File: src/rtl/usb_ep_pkg.sv
// Operation
// - rx_byte_count, eleven bits, read-only, counts received bytes held in fifo.
// - received packet bytes enter the fifo, then rx_bank0_full tells firmware.
// - fifo port read pops byte into bits 7:0; write pushes bits 7:0; dropped here while tx_packet_ready is set or a host byte lands that cycle.
// - transceiver_off bit 8 powers transceiver down; clearing re-enables it.
// - pullup_connect bit 9: 0 disconnects, 1 connects the 1.5k d+ pull-up.
// - both data lines low means single-ended zero: perform a usb bus reset.
package usb_ep_pkg;
  localparam int fifo_depth = 64;
  localparam int ptr_w = 6;
  localparam int cnt_w = 11;
  localparam logic [7:0] off_fifo = 8'h00;
  localparam logic [7:0] off_csr = 8'h04;
  localparam logic [7:0] off_txvc = 8'h08;
  localparam int bit_txv_off = 8;
  localparam int bit_pullup = 9;
  localparam int bit_rx_bk0 = 1;
  localparam int bit_tx_rdy = 4;
  localparam int cnt_lsb = 16;
  localparam logic [cnt_w-1:0] cnt_zero = 11'h000;
  localparam logic [cnt_w-1:0] cnt_one = 11'h001;
  localparam logic [1:0] txvc_reset = 2'h0;
endpackage

File: src/rtl/usb_ep_fifo_if.sv
interface usb_ep_fifo_if;
  logic push;
  logic pop;
  logic [7:0] wdata;
  logic [7:0] rdata;
  logic [10:0] count;
  logic full;
  logic empty;
  logic clear;
  modport ctrl (output push, output pop, output wdata, output clear,
    input rdata, input count, input full, input empty);
  modport store (input push, input pop, input wdata, input clear,
    output rdata, output count, output full, output empty);
endinterface

File: src/rtl/usb_ep_port.sv
// The register offsets and the Wishbone register port are this design's own decisions.
module usb_ep_port (
  input wire logic clk,
  input wire logic reset,
  input wire logic wb_cyc_i,
  input wire logic wb_stb_i,
  input wire logic wb_we_i,
  input wire logic [7:0] wb_adr_i,
  input wire logic [3:0] wb_sel_i,
  input wire logic [31:0] wb_dat_i,
  output logic [31:0] wb_dat_o,
  output logic wb_ack_o,
  input wire logic rx_valid,
  input wire logic [7:0] rx_data,
  input wire logic rx_end,
  input wire logic tx_pop,
  output logic [7:0] tx_data,
  output logic tx_packet_ready,
  input wire logic tx_done,
  input wire logic dp_in,
  input wire logic dm_in,
  output logic transceiver_off,
  output logic pullup_connect,
  output logic bus_reset
);
  ////////////////////////////////////////////////////////////////////////
  usb_ep_fifo_if fi ();
  usb_ep_fifo u_fifo (
    .clk(clk),
    .reset(reset),
    .f(fi.store)
  );

  logic [1:0] txvc_r;
  logic rx_bank0_full_r;
  logic tx_rdy_r;
  logic ack_r;
  logic [31:0] dat_r;
  logic dp_s1_r, dp_s2_r, dm_s1_r, dm_s2_r;
  logic se0_r;
  logic access;
  logic wr;
  logic rd;
  logic wr_csr;
  logic rx_in;

  ////////////////////////////////////////////////////////////////////////
  // wishbone: single-cycle-latency ack, dropped the cycle after
  assign access = wb_cyc_i && wb_stb_i && !ack_r;
  assign wr = access && wb_we_i && wb_sel_i[0];
  assign rd = access && !wb_we_i;
  assign wr_csr = wr && (wb_adr_i == usb_ep_pkg::off_csr);
  // host bytes only land while bank 0 is owned by the device
  assign rx_in = rx_valid && !rx_bank0_full_r;

  always_comb begin
    fi.push = rx_in || (wr && (wb_adr_i == usb_ep_pkg::off_fifo) && !tx_rdy_r);
    fi.wdata = rx_in ? rx_data : wb_dat_i[7:0];
    fi.pop = (rd && (wb_adr_i == usb_ep_pkg::off_fifo)) || tx_pop;
    fi.clear = bus_reset;
  end

  always_ff @(posedge clk) begin
    if (reset) begin
      ack_r <= 1'b0;
    end else begin
      ack_r <= access;
    end
  end

  always_ff @(posedge clk) begin
    if (reset) begin
      dat_r <= '0;
    end else if (rd) begin
      case (wb_adr_i)
        usb_ep_pkg::off_fifo: dat_r <= {24'h000000, fi.rdata};
        usb_ep_pkg::off_csr: begin
          dat_r <= '0;
          dat_r[usb_ep_pkg::cnt_lsb +: usb_ep_pkg::cnt_w] <= fi.count;
          dat_r[usb_ep_pkg::bit_rx_bk0] <= rx_bank0_full_r;
          dat_r[usb_ep_pkg::bit_tx_rdy] <= tx_rdy_r;
        end
        usb_ep_pkg::off_txvc: begin
          dat_r <= '0;
          dat_r[usb_ep_pkg::bit_txv_off] <= txvc_r[0];
          dat_r[usb_ep_pkg::bit_pullup] <= txvc_r[1];
        end
        default: dat_r <= '0;
      endcase
    end
  end
  assign wb_ack_o = ack_r;
  assign wb_dat_o = dat_r;

  ////////////////////////////////////////////////////////////////////////
  // transceiver control
  always_ff @(posedge clk) begin
    if (reset) begin
      txvc_r <= usb_ep_pkg::txvc_reset;
    end else if (wr && (wb_adr_i == usb_ep_pkg::off_txvc) && wb_sel_i[1]) begin
      txvc_r[0] <= wb_dat_i[usb_ep_pkg::bit_txv_off];
      txvc_r[1] <= wb_dat_i[usb_ep_pkg::bit_pullup];
    end
  end
  assign transceiver_off = txvc_r[0];
  assign pullup_connect = txvc_r[1];

  ////////////////////////////////////////////////////////////////////////
  // line state synchronisers and se0 detect
  always_ff @(posedge clk) begin
    if (reset) begin
      // idle j state has d+ high: a low reset value would fake se0 after reset
      dp_s1_r <= 1'b1;
      dp_s2_r <= 1'b1;
      dm_s1_r <= 1'b0;
      dm_s2_r <= 1'b0;
    end else begin
      dp_s1_r <= dp_in;
      dp_s2_r <= dp_s1_r;
      dm_s1_r <= dm_in;
      dm_s2_r <= dm_s1_r;
    end
  end

  // registered so bus_reset is a clean level; held while se0 stands
  always_ff @(posedge clk) begin
    if (reset) begin
      se0_r <= 1'b0;
    end else begin
      se0_r <= !dp_s2_r && !dm_s2_r;
    end
  end
  assign bus_reset = se0_r;

  ////////////////////////////////////////////////////////////////////////
  // endpoint flags: hardware wins over firmware (rx_end set beats firmware clear while bank 0 is empty, tx_done clear beats firmware set)
  always_ff @(posedge clk) begin
    if (reset || bus_reset) begin
      rx_bank0_full_r <= 1'b0;
    end else if (rx_end && !rx_bank0_full_r) begin
      rx_bank0_full_r <= 1'b1;
    end else if (wr_csr && !wb_dat_i[usb_ep_pkg::bit_rx_bk0]) begin
      rx_bank0_full_r <= 1'b0;
    end
  end

  always_ff @(posedge clk) begin
    if (reset || bus_reset) begin
      tx_rdy_r <= 1'b0;
    end else if (tx_done) begin
      tx_rdy_r <= 1'b0;
    end else if (wr_csr && wb_dat_i[usb_ep_pkg::bit_tx_rdy]) begin
      tx_rdy_r <= 1'b1;
    end
  end
  assign tx_packet_ready = tx_rdy_r;
  assign tx_data = fi.rdata;
endmodule // usb_ep_port

File: src/rtl/usb_ep_fifo.sv
module usb_ep_fifo (
  input wire logic clk,
  input wire logic reset,
  usb_ep_fifo_if.store f
);
  logic [7:0] mem_r [usb_ep_pkg::fifo_depth];
  logic [usb_ep_pkg::ptr_w-1:0] wp_r;
  logic [usb_ep_pkg::ptr_w-1:0] rp_r;
  logic [10:0] cnt_r;
  logic do_push;
  logic do_pop;

  assign f.full = (cnt_r == 11'(usb_ep_pkg::fifo_depth));
  assign f.empty = (cnt_r == usb_ep_pkg::cnt_zero);
  assign do_push = f.push && !f.full;
  assign do_pop = f.pop && !f.empty;
  assign f.rdata = mem_r[rp_r];
  assign f.count = cnt_r;

  always_ff @(posedge clk) begin
    if (do_push) begin
      mem_r[wp_r] <= f.wdata;
    end
  end

  always_ff @(posedge clk) begin
    if (reset || f.clear) begin
      wp_r <= '0;
      rp_r <= '0;
      cnt_r <= usb_ep_pkg::cnt_zero;
    end else begin
      if (do_push) begin
        wp_r <= wp_r + 1'b1;
      end
      if (do_pop) begin
        rp_r <= rp_r + 1'b1;
      end
      // count of bytes held, read back by firmware
      if (do_push && !do_pop) begin
        cnt_r <= cnt_r + usb_ep_pkg::cnt_one;
      end else if (do_pop && !do_push) begin
        cnt_r <= cnt_r - usb_ep_pkg::cnt_one;
      end
    end
  end
endmodule // usb_ep_fifo

File: config.mk
export PLATFORM = sky130hd
export DESIGN_NAME = usb_ep_port
export DESIGN_NICKNAME = d
export VERILOG_FILES = /design/src/rtl/usb_ep_pkg.sv /design/src/rtl/usb_ep_fifo_if.sv /design/src/rtl/usb_ep_port.sv /design/src/rtl/usb_ep_fifo.sv
export SDC_FILE = /design/constraint.sdc
export NUM_CORES = 1
export LEC_CHECK = 0
export CAP_MARGIN = 20
export CORE_ASPECT_RATIO = 1.4
export CORE_MARGIN = 8
export CORE_UTILIZATION = 40
export DETAILED_ROUTE_END_ITERATION = 12
export DONT_BUFFER_PORTS = 1
export PLACE_DENSITY = 0.55
export SLEW_MARGIN = 10
export SYNTH_ARGS = -nofsm -noshare
export SYNTH_HDL_FRONTEND = slang
export SYNTH_SLANG_ARGS = --single-unit
File: constraint.sdc
create_clock -name clk -period 4.4 [get_ports clk]
set_clock_uncertainty 0.1 [all_clocks]
set_input_delay 0.88 -clock clk [delete_from_list [all_inputs] [get_ports clk]]
set_output_delay 0.88 -clock clk [all_outputs]
set_load 0.02 [all_outputs]
* Word level (Yosys, flattened, before mapping)
Memory sizes are Yosys's and may differ from the RTL's. A register that Yosys moved wholly into a read port is not among the register bits.
Cells that the tools add are included.
** Storage, ports and cells
- Register bits after elaboration :: 65
- Bits in latches :: 0
- Bits in writable memories :: 512
- ROM bits :: 0
- Input port bits :: 63
- Output and inout port bits :: 45
- Logic and storage cells :: 70
- Memories :: 1
** Memories
- u_fifo.mem_r :: words 64, bits a word 8, read ports 1, clocked after Yosys merged registers in 1, write ports 1, line usb_ep_fifo.sv:6 : logic [7:0] mem_r [usb_ep_pkg::fifo_depth];
** Operators by class
- $add $sub $neg :: 4
- Multiply operators :: 0
- Divide/modulo/power cells :: 0
- $lt $le $gt $ge :: 0
- Eq/ne operators :: 3
- Shift operators :: 0
- Muxes and demuxes :: 10
- Bitwise operators :: 0
- Reduce and logical (&&, ||, !) cells :: 39
** Operators by type and width (count)
- case mux 27 bit (3 select lines) :: 1
- 2-to-1 mux 11 bit :: 2
- logical AND 1 bit :: 20
- adder 6 x 1 -> 6 bit, second input constant :: 2
- 2-to-1 mux 6 bit :: 2
- adder 11 x 1 -> 11 bit, second input constant :: 1
- == test 11 x 7 -> 1 bit, second input constant :: 1
- logical NOT 1 bit :: 11
- logical NOT 11 bit :: 1
- subtractor 11 x 1 -> 11 bit, second input constant :: 1
- == test 8 x 3 -> 1 bit, second input constant :: 1
- == test 8 x 4 -> 1 bit, second input constant :: 1
- logical NOT 8 bit :: 1
- 2-to-1 mux 8 bit :: 1
- 2-to-1 mux 1 bit :: 4
- nonzero test 2 bit :: 2
- logical OR 1 bit :: 3
- OR reduction 2 bit :: 1

* Longest topological paths before layout
Gate-level depths: netlist (run 1).
- Depth after elaboration :: 12
- Mapped depth :: 14
- Depth with buffers taken out :: 14

* Cells and area by module
A second synthesis (run 1) with hierarchy kept.
** Second synthesis, totals
- Cell total of the unflattened synthesis :: 1263
- Area total of the unflattened synthesis :: 22925.7 µm²
** By module, submodules not included
- usb_ep_fifo :: times used 1, cells an instance 1093, area an instance 21376.8 µm², seq. area each 15955.3 µm²
- usb_ep_port :: times used 1, cells an instance 170, area an instance 1549.0 µm², seq. area each 620.6 µm²

* Least setup slack after synthesis (run 1)
No wires, ideal clock.
- Kind :: in2reg
- From :: in wb_stb_i
- To :: reg u_fifo.cnt_r[8], in the netlist u_fifo.f.count[8]
- Library setup time :: 0.130 ns
- Arrival time :: 3.839 ns
- Data required time :: 4.170 ns
- Setup slack :: 0.331 ns
- Stages on the path :: 13
- Path buffers :: 0
- Path through :: nor4bb_1 > a41oi_1 > a21oi_1 > inv_1 > ha_1 > inv_1 > ha_1 > nor2b_1 > o31a_1 > o41a_1 > a21oi_1 > xor2_1 > o31ai_1
** On the way
- Cells in the longest elaborated chain, start to end :: 11
- Elaborated cells between the ends (all ways) :: 18
- Classes of those cells :: mux (1); reduce/logical (17)
** Ends and longest elaborated chain
- start: declaration :: line usb_ep_port.sv:6 : input wire logic wb_stb_i,
- logical AND 1 bit * (2 in a row) :: line usb_ep_port.sv:49 : assign access = wb_cyc_i && wb_stb_i && !ack_r;
- logical AND 1 bit (2 in a row) :: line usb_ep_port.sv:50 : assign wr = access && wb_we_i && wb_sel_i[0];
- logical AND 1 bit (2 in a row) :: line usb_ep_port.sv:57 : fi.push = rx_in || (wr && (wb_adr_i == usb_ep_pkg::off_fifo) && !tx_rdy_r);
- logical OR 1 bit :: line usb_ep_port.sv:57
- logical AND 1 bit :: line usb_ep_fifo.sv:15 : assign do_push = f.push && !f.full;
- logical NOT 1 bit :: line usb_ep_fifo.sv:41 : end else if (do_pop && !do_push) begin
- logical AND 1 bit :: line usb_ep_fifo.sv:41
- nonzero test 2 bit (no line)
- end signal: assignment :: line usb_ep_fifo.sv:30 : cnt_r <= usb_ep_pkg::cnt_zero;
- end signal: assignment :: line usb_ep_fifo.sv:40 : cnt_r <= cnt_r + usb_ep_pkg::cnt_one;
- end signal: assignment :: line usb_ep_fifo.sv:42 : cnt_r <= cnt_r - usb_ep_pkg::cnt_one;
- end: declaration :: line usb_ep_fifo.sv:9 : logic [10:0] cnt_r;
Every way passes the cells marked *; elsewhere a longest branch is shown, timed or not.
A chain may end at the register's enable or synchronous reset.

==> results of run 1 <==
==> timing repair <==
action,4_1_cts,5_1_grt
gates resized for setup,0,0
buffers inserted,1,0
endpoints found under the setup margin,6,0
hold buffers,0,0
==> registers in the layout, summed over array words and instances, names as in the netlist, 2 cells and up, named ones only <==
signal and cells:
u_fifo.mem_r 512, wb_dat_o 21, u_fifo.f.count 11, u_fifo.rp_r 6, u_fifo.wp_r 6, txvc_r 2
==> final timing paths <==
check | from | to | slack [ps] | cells after the start
max reg2reg | u_fifo.f.count[3]$_SDFFE_PP0P_ | u_fifo.f.count[7]$_SDFFE_PP0P_ | 470 | 15
max | flip-flop | tx_data[6] | 190 | 6
min | reset | wb_dat_o[17]$_SDFFE_PP0N_ | 250 | 1
min reg2reg | dp_s2_r$_SDFF_PP1_ | bus_reset$_SDFF_PP0_ | 290 | 1
==> kinds of logic after synthesis <==
family	share of synthesized area, %
muxes	13.2
buffers and inverters	1.94
other	0.0164
DFF	72.6
AOI/OAI and AO/OA	4.54
adders and majority gates	0.746
xor gates and xnor gates	0.461
and+or+nand+nor	6.44
==> stage by stage <==
stage / instances / instance area (um2) / total power, mW / util, %
6_report: 2191 / 26100 / 13.2 / 46.3
3_3_place_gp: 2087 / 24200 / 8.37 / 42.9
4_1_cts: 2191 / 26100 / 13.3 / 46.3
5_1_grt: 2191 / 26100 / 13.7 / 46.3
3_5_place_dp: 2087 / 24200 / 8.40 / 42.9
2_1_floorplan: 1330 / 22900 / 7.70 / -
==> power by group <==
part / switching (mW) / leakage [nW] / internal [mW]
sequential: 0.131 / 5.09 / 6.05
combinational: 1.24 / 2.20 / 0.869
clock: 1.98 / 0.936 / 2.90
total: 3.36 / 8.23 / 9.82
==> placed cells by master, fill, tap and decap left out, types with 8 or more instances in the layout <==
cell,instances
a22o_1,8
nor2_1,106
clkinv_1,11
dfxtp_1,57
ha_1,12
inv_1,12
mux4_2,90
edfxtp_1,512
nand3_1,40
nor3_1,9
a22oi_1,60
o21ai_0,8
clkinv_2,8
o22ai_1,12
mux2i_1,81
nand2_1,44
mux2_2,16
or2_2,8
xor2_1,10
clkbuf_16,58
nor2b_1,12
nand4_1,14
nor2_2,8
a21oi_1,34
buf_4,100
conb_1,11
==> synth_stat cells, types with 3 or more instances <==
cell type	instances	area share, %
and2_1	3	0.082
clkbuf_1	34	0.56
a22o_1	8	0.31
or3_1	4	0.11
and3_1	5	0.14
xor2_1	10	0.38
or2_2	8	0.22
o211ai_1	3	0.099
a21oi_1	34	0.75
nand4b_1	3	0.12
inv_1	12	0.20
nor3_1	9	0.20
buf_2	21	0.46
o22ai_1	12	0.33
o21ai_0	8	0.18
nor2b_1	12	0.33
nor2_1	106	1.7
mux2_2	16	0.79
nand2_1	44	0.72
nor2_2	8	0.22
buf_1	11	0.18
nor4_1	7	0.19
buf_4	15	0.49
ha_1	12	0.66
or4_1	4	0.13
mux4_2	90	8.9
nand2b_1	7	0.19
nand3_1	40	0.88
o21a_1	3	0.099
mux2i_1	81	3.6
a22oi_1	60	2.0
edfxtp_1	512	67
dfxtp_1	60	5.3
nand4_1	14	0.38
==> area by class of cell <==
cell class	instances	area (um2)	share of cell area [%]
sequential	572	16600	63.5
multi-input combinational	664	5840	22.3
clock inverter	28	287	1.10
timing repair buffer	105	851	3.26
clock buffer	75	1600	6.14
inverter	12	45.0	0.172
tap	735	920	3.52
==> per-layer routing <==
metal	GRT usage, %	vias to the layer above	wire (um)
met2	30.3	379	29300
met4	5.50	0	1750
met1	21.6	6311	22600
li1	-	5407	-
met3	3.04	86	3210
met5	0	-	0
==> flow_metrics.env, run 1 <==
export IMPL_hold_ws_ps=247
export IMPL_antenna_cells=0
export IMPL_crit_family="multiplexers"
export IMPL_cts_tree="done"
export IMPL_vias=12200
export IMPL_period_share_pct=95.6
export IMPL_grt_pass1_wl_mm=83.5
export IMPL_nets=1486
export IMPL_ios=108
export IMPL_dp_hpwl_mm=37.8
export IMPL_io_buffer_count=0
export IMPL_crit_path_frequent_cell="buf_4"
export IMPL_root_buffer="clkbuf_16"
export IMPL_crit_path_start_kind="flip-flop"
export IMPL_drive_above_1_share_pct=22.4
export IMPL_maxSlewViolCount=0
export IMPL_cp_max_fo=18
export IMPL_timing_final_ws_setup_ps=193
export IMPL_cp_data_arrival_time_ps=3230
export IMPL_grt_pass1_vias=12600
export IMPL_vias_per_cell=5.56
export IMPL_syn_cell_area_um2=22800
export IMPL_critPathKind="flip-flop to primary output"
export IMPL_synth_edff_count=512
export IMPL_fin_crit_ps=4210
export IMPL_clockBufferDepth=3
export IMPL_wl_per_cell_um=25.9
export IMPL_area_growth_pct=14.5
export IMPL_nFillCells=4911
export IMPL_endpoint_kind="primary output"
export IMPL_core_um2=56400
export IMPL_crit_required_ps=3420
export IMPL_p_per_area_nw_per_um2=504
export IMPL_place_ws_ps=219
export IMPL_setup_viol=0
export IMPL_slew_headroom_pct=35.5
export IMPL_track_usage_pct=17.3
export IMPL_dr_pass1_iters=7
export IMPL_ys_seq_area_share_pct=72.6
export IMPL_critPathSlowestCell="dfxtp_4"
export IMPL_cap_violations=0
export IMPL_start_util_pct=40.4
export IMPL_die_area_um2=65100
export IMPL_finalWeightedCongestion=0.806
export IMPL_clkLatencyLatePin_ps=600
export IMPL_max_slew_worst_pin_slew_ps=965
export IMPL_p_leak_nw=8.23
export IMPL_critical_path_max_stage_delay_ps=670
export IMPL_drc=0
export IMPL_cts_buffers=55
export IMPL_ys_warn_count=0
export IMPL_hold_violations=0
export IMPL_tns_ps=0
export IMPL_dieWidth_um=218
export IMPL_netlist_instances=1320
export IMPL_cts_htree_levels=2
export IMPL_wl_mm=56.8
export IMPL_antenna_found_initial=0
export IMPL_drtIter0Drc=913
export IMPL_hold_class="input pin to flip-flop"
export IMPL_ir_drop_v=0.000307
export IMPL_ys_types=67
export IMPL_rows=103
export IMPL_cp_buffers_inverters=2
export IMPL_dieHeight_um=299
export IMPL_syn_area_per_cell_um2=17.3
export IMPL_grt_overflow_total=0
export IMPL_ys_seq_elements=572
export IMPL_crit_chain="buf_4, mux4_2, o22ai_1, nor4_1, buf_4, mux2_2"
export IMPL_async_flop_share_pct=0
export IMPL_clock_fmax_mhz=238
export IMPL_ys_flop_type="edfxtp_1"
export IMPL_clock_sinks=572
export IMPL_outcome="completed"
export IMPL_antenna_left=0
export IMPL_clk_pin_slew_ps=60
export IMPL_grt_setup_unrepaired="false"
export IMPL_grt_max_degree=64
Note: power is estimated with default switching activity, not from simulation.
==> run 2: changes to the inputs <==
--- a/config.mk
+++ b/config.mk
@@ -6,12 +6,14 @@
 export NUM_CORES = 1
 export LEC_CHECK = 0
 export CAP_MARGIN = 20
+export CELL_PAD_IN_SITES_DETAIL_PLACEMENT = 1
+export CELL_PAD_IN_SITES_GLOBAL_PLACEMENT = 1
 export CORE_ASPECT_RATIO = 1.4
 export CORE_MARGIN = 8
 export CORE_UTILIZATION = 40
 export DETAILED_ROUTE_END_ITERATION = 12
 export DONT_BUFFER_PORTS = 1
-export PLACE_DENSITY = 0.55
+export PLACE_DENSITY = 0.64
 export SLEW_MARGIN = 10
 export SYNTH_ARGS = -nofsm -noshare
 export SYNTH_HDL_FRONTEND = slang
==> constraint.sdc (replaced) <==
create_clock -name clk -period 3.77 [get_ports clk]
set_clock_uncertainty 0.1 [all_clocks]
set_input_delay 0.754 -clock clk [delete_from_list [all_inputs] [get_ports clk]]
set_output_delay 0.754 -clock clk [all_outputs]
set_load 0.02 [all_outputs]
==> flow_metrics.env, run 2 (synthesis gave the netlist of run 1 again) <==
export IMPL_drive_above_1_share_pct=25.9
export IMPL_area_growth_pct=16.4
export IMPL_slew_headroom_pct=36.5
export IMPL_cp_max_fo=29
export IMPL_rr_startpoint="u_fifo.f.count[1]$_SDFFE_PP0P_"
export IMPL_critical_path_max_stage_delay_ps=450
export IMPL_hold_class="input pin to flip-flop"
export IMPL_wl_per_cell_um=26.7
export IMPL_cts_buffers=55
export IMPL_fin_crit_ps=3670
export IMPL_io_buffer_count=0
export IMPL_grt_pass1_vias=13400
export IMPL_wl_mm=59.7
export IMPL_drc=0
export IMPL_vias_per_cell=5.54
export IMPL_clockBufferDepth=3
export IMPL_antenna_cells=0
export IMPL_maxSlewViolCount=0
export IMPL_power_frac_comb_pct=18.3
export IMPL_vias=12400
export IMPL_start_util_pct=40.4
export IMPL_clkLatencyLatePin_ps=590
export IMPL_setup_viol=0
export IMPL_core_um2=56400
export IMPL_grt_overflow_total=0
export IMPL_antenna_found_initial=2
export IMPL_die_area_um2=65100
export IMPL_track_usage_pct=18.0
export IMPL_crit_chain="buf_16, buf_4, mux4_2, o22ai_1, nor4_1, buf_4, mux2_2"
export IMPL_endpoint_kind="primary output"
export IMPL_placed_area_um2=24600
export IMPL_crit_path_frequent_cell="buf_4"
export IMPL_antenna_left=0
export IMPL_cp_data_arrival_time_ps=2820
export IMPL_critPathSlowestCell="dfxtp_4"
export IMPL_p_sw_mw=4.07
export IMPL_worstReg2RegEnd="u_fifo.f.count[10]$_SDFFE_PP0P_"
export IMPL_clock_fmax_mhz=272
export IMPL_nFillCells=5446
export IMPL_cts_tree="done"
export IMPL_rows=103
export IMPL_p_per_area_nw_per_um2=583
export IMPL_finalWeightedCongestion=0.830
export IMPL_period_share_pct=97.4
export IMPL_max_slew_worst_pin_slew_ps=953
export IMPL_hold_ws_ps=130
export IMPL_seq_area_um2=16600
export IMPL_crit_end="tx_data[0]"
export IMPL_dr_pass1_iters=5
export IMPL_crit_path_start_kind="flip-flop"
export IMPL_final_cell_mix="edfxtp_1 (512), buf_4 (142), nor2_1 (105)"
export IMPL_clock_sinks=572
export IMPL_grt_setup_unrepaired="true"
export IMPL_crit_required_ps=2920
export IMPL_dieHeight_um=299
export IMPL_grt_pass1_wl_mm=87.3
export IMPL_switching_share_pct=26.3
export IMPL_ios=108
export IMPL_layout_cells_most_common="edfxtp_1"
export IMPL_hold_violations=0
export IMPL_grt_max_degree=65
export IMPL_cap_violations=0
export IMPL_critPathKind="flip-flop to primary output"
export IMPL_rrSetupSlack_ps=260
export IMPL_dieWidth_um=218
export IMPL_p_seq_share_pct=46.3
export IMPL_cts_htree_levels=2
export IMPL_drtIter0Drc=1013
export IMPL_p_int_mw=11.4
export IMPL_r2r_cells=15
export IMPL_ir_drop_v=0.000585
export IMPL_dp_hpwl_mm=39.8
export IMPL_nets=1532
export IMPL_largest_register_ffs=512
export IMPL_final_cell_area_um2=26600
export IMPL_clkPwrFrac_pct=35.4
export IMPL_clk_pin_slew_ps=60
export IMPL_outcome="completed"
export IMPL_top_register="u_fifo.mem_r"
export IMPL_root_buffer="clkbuf_16"
export IMPL_multi_input_area_um2=5960
export IMPL_p_leak_nw=8.46
run 2: cell type report:
type | count | share of cell area (%)
flip-flops and latches | 572 | 62.5
multi-input cells | 664 | 22.4
clock buffers | 74 | 5.65
repair buffers | 151 | 4.76
well taps | 735 | 3.46
clock inverters | 29 | 1.05
inverters | 12 | 0.170
run 2: worst min path at each step:
stage                            start                  endpoint  slack [ps]  cells past startpoint
floorplan           dp_s2_r$_SDFF_PP1_      bus_reset$_SDFF_PP0_         270                      1
CTS                              reset  wb_dat_o[8]$_SDFFE_PP0N_         100                      1
global route                     reset  wb_dat_o[9]$_SDFFE_PP0N_         110                      1
finish                           reset  wb_dat_o[9]$_SDFFE_PP0N_         130                      1
detailed placement  dp_s2_r$_SDFF_PP1_      bus_reset$_SDFF_PP0_         290                      1
global placement    dm_s2_r$_SDFF_PP0_      bus_reset$_SDFF_PP0_         280                      1
run 2: repair_timing:
action,CTS,global route
hold buffers,0,0
cloned,0,1
buffers inserted,4,1
pin swaps,1,4
setup endpoints to repair,8,13
resized for setup,12,20
run 2: stage by stage:
| step | worst slack [ps] | setup TNS (ps) | cells | power (mW) | utilization, % |
|---|---|---|---|---|---|
| final | 97.6 | 0 | 2237 | 15.5 | 47.1 |
| after global routing | -10.5 | -26.9 | 2237 | 16.0 | 47.1 |
| after CTS | 6.14 | 0 | 2236 | 15.6 | 46.8 |
| after detailed placement | 14.4 | 0 | 2129 | 10.0 | 43.5 |
| after global placement | 27.4 | 0 | 2129 | 9.96 | 43.5 |
| after floorplan | 56.0 | 0 | 1330 | 8.99 | - |
run 2: power by group through the flow:
| stage | sequential [mW] | clock (mW) | combinational [mW] |
|---|---|---|---|
| 6_report | 7.18 | 5.48 | 2.83 |
| 5_1_grt | 7.19 | 5.80 | 3.05 |
| 4_1_cts | 7.18 | 5.60 | 2.78 |
| 3_5_place_dp | 7.34 | 0 | 2.68 |
| 3_3_place_gp | 7.34 | 0 | 2.62 |
| 2_1_floorplan | 7.25 | 0 | 1.74 |
run 2: worst max-delay path, delay by kind of cell (launching register included):
family                 cells  cell delay, ps
DFF                        1             450
and+or+nand+nor            1              80
muxes                      2             710
AOI/OAI and AO/OA          1             300
buffers and inverters      3             670
run 2: routing by layer:
metal  global-route usage [%]  vias up  share of wire (%)  wire [um]
met3                     3.35      110                5.8       3450
met1                     21.8     6424                 39      23500
met5                        0        -              0.017         10
met4                     5.98        2                3.3       1960
met2                     32.0      352                 52      30800
li1                         -     5497                  -          -
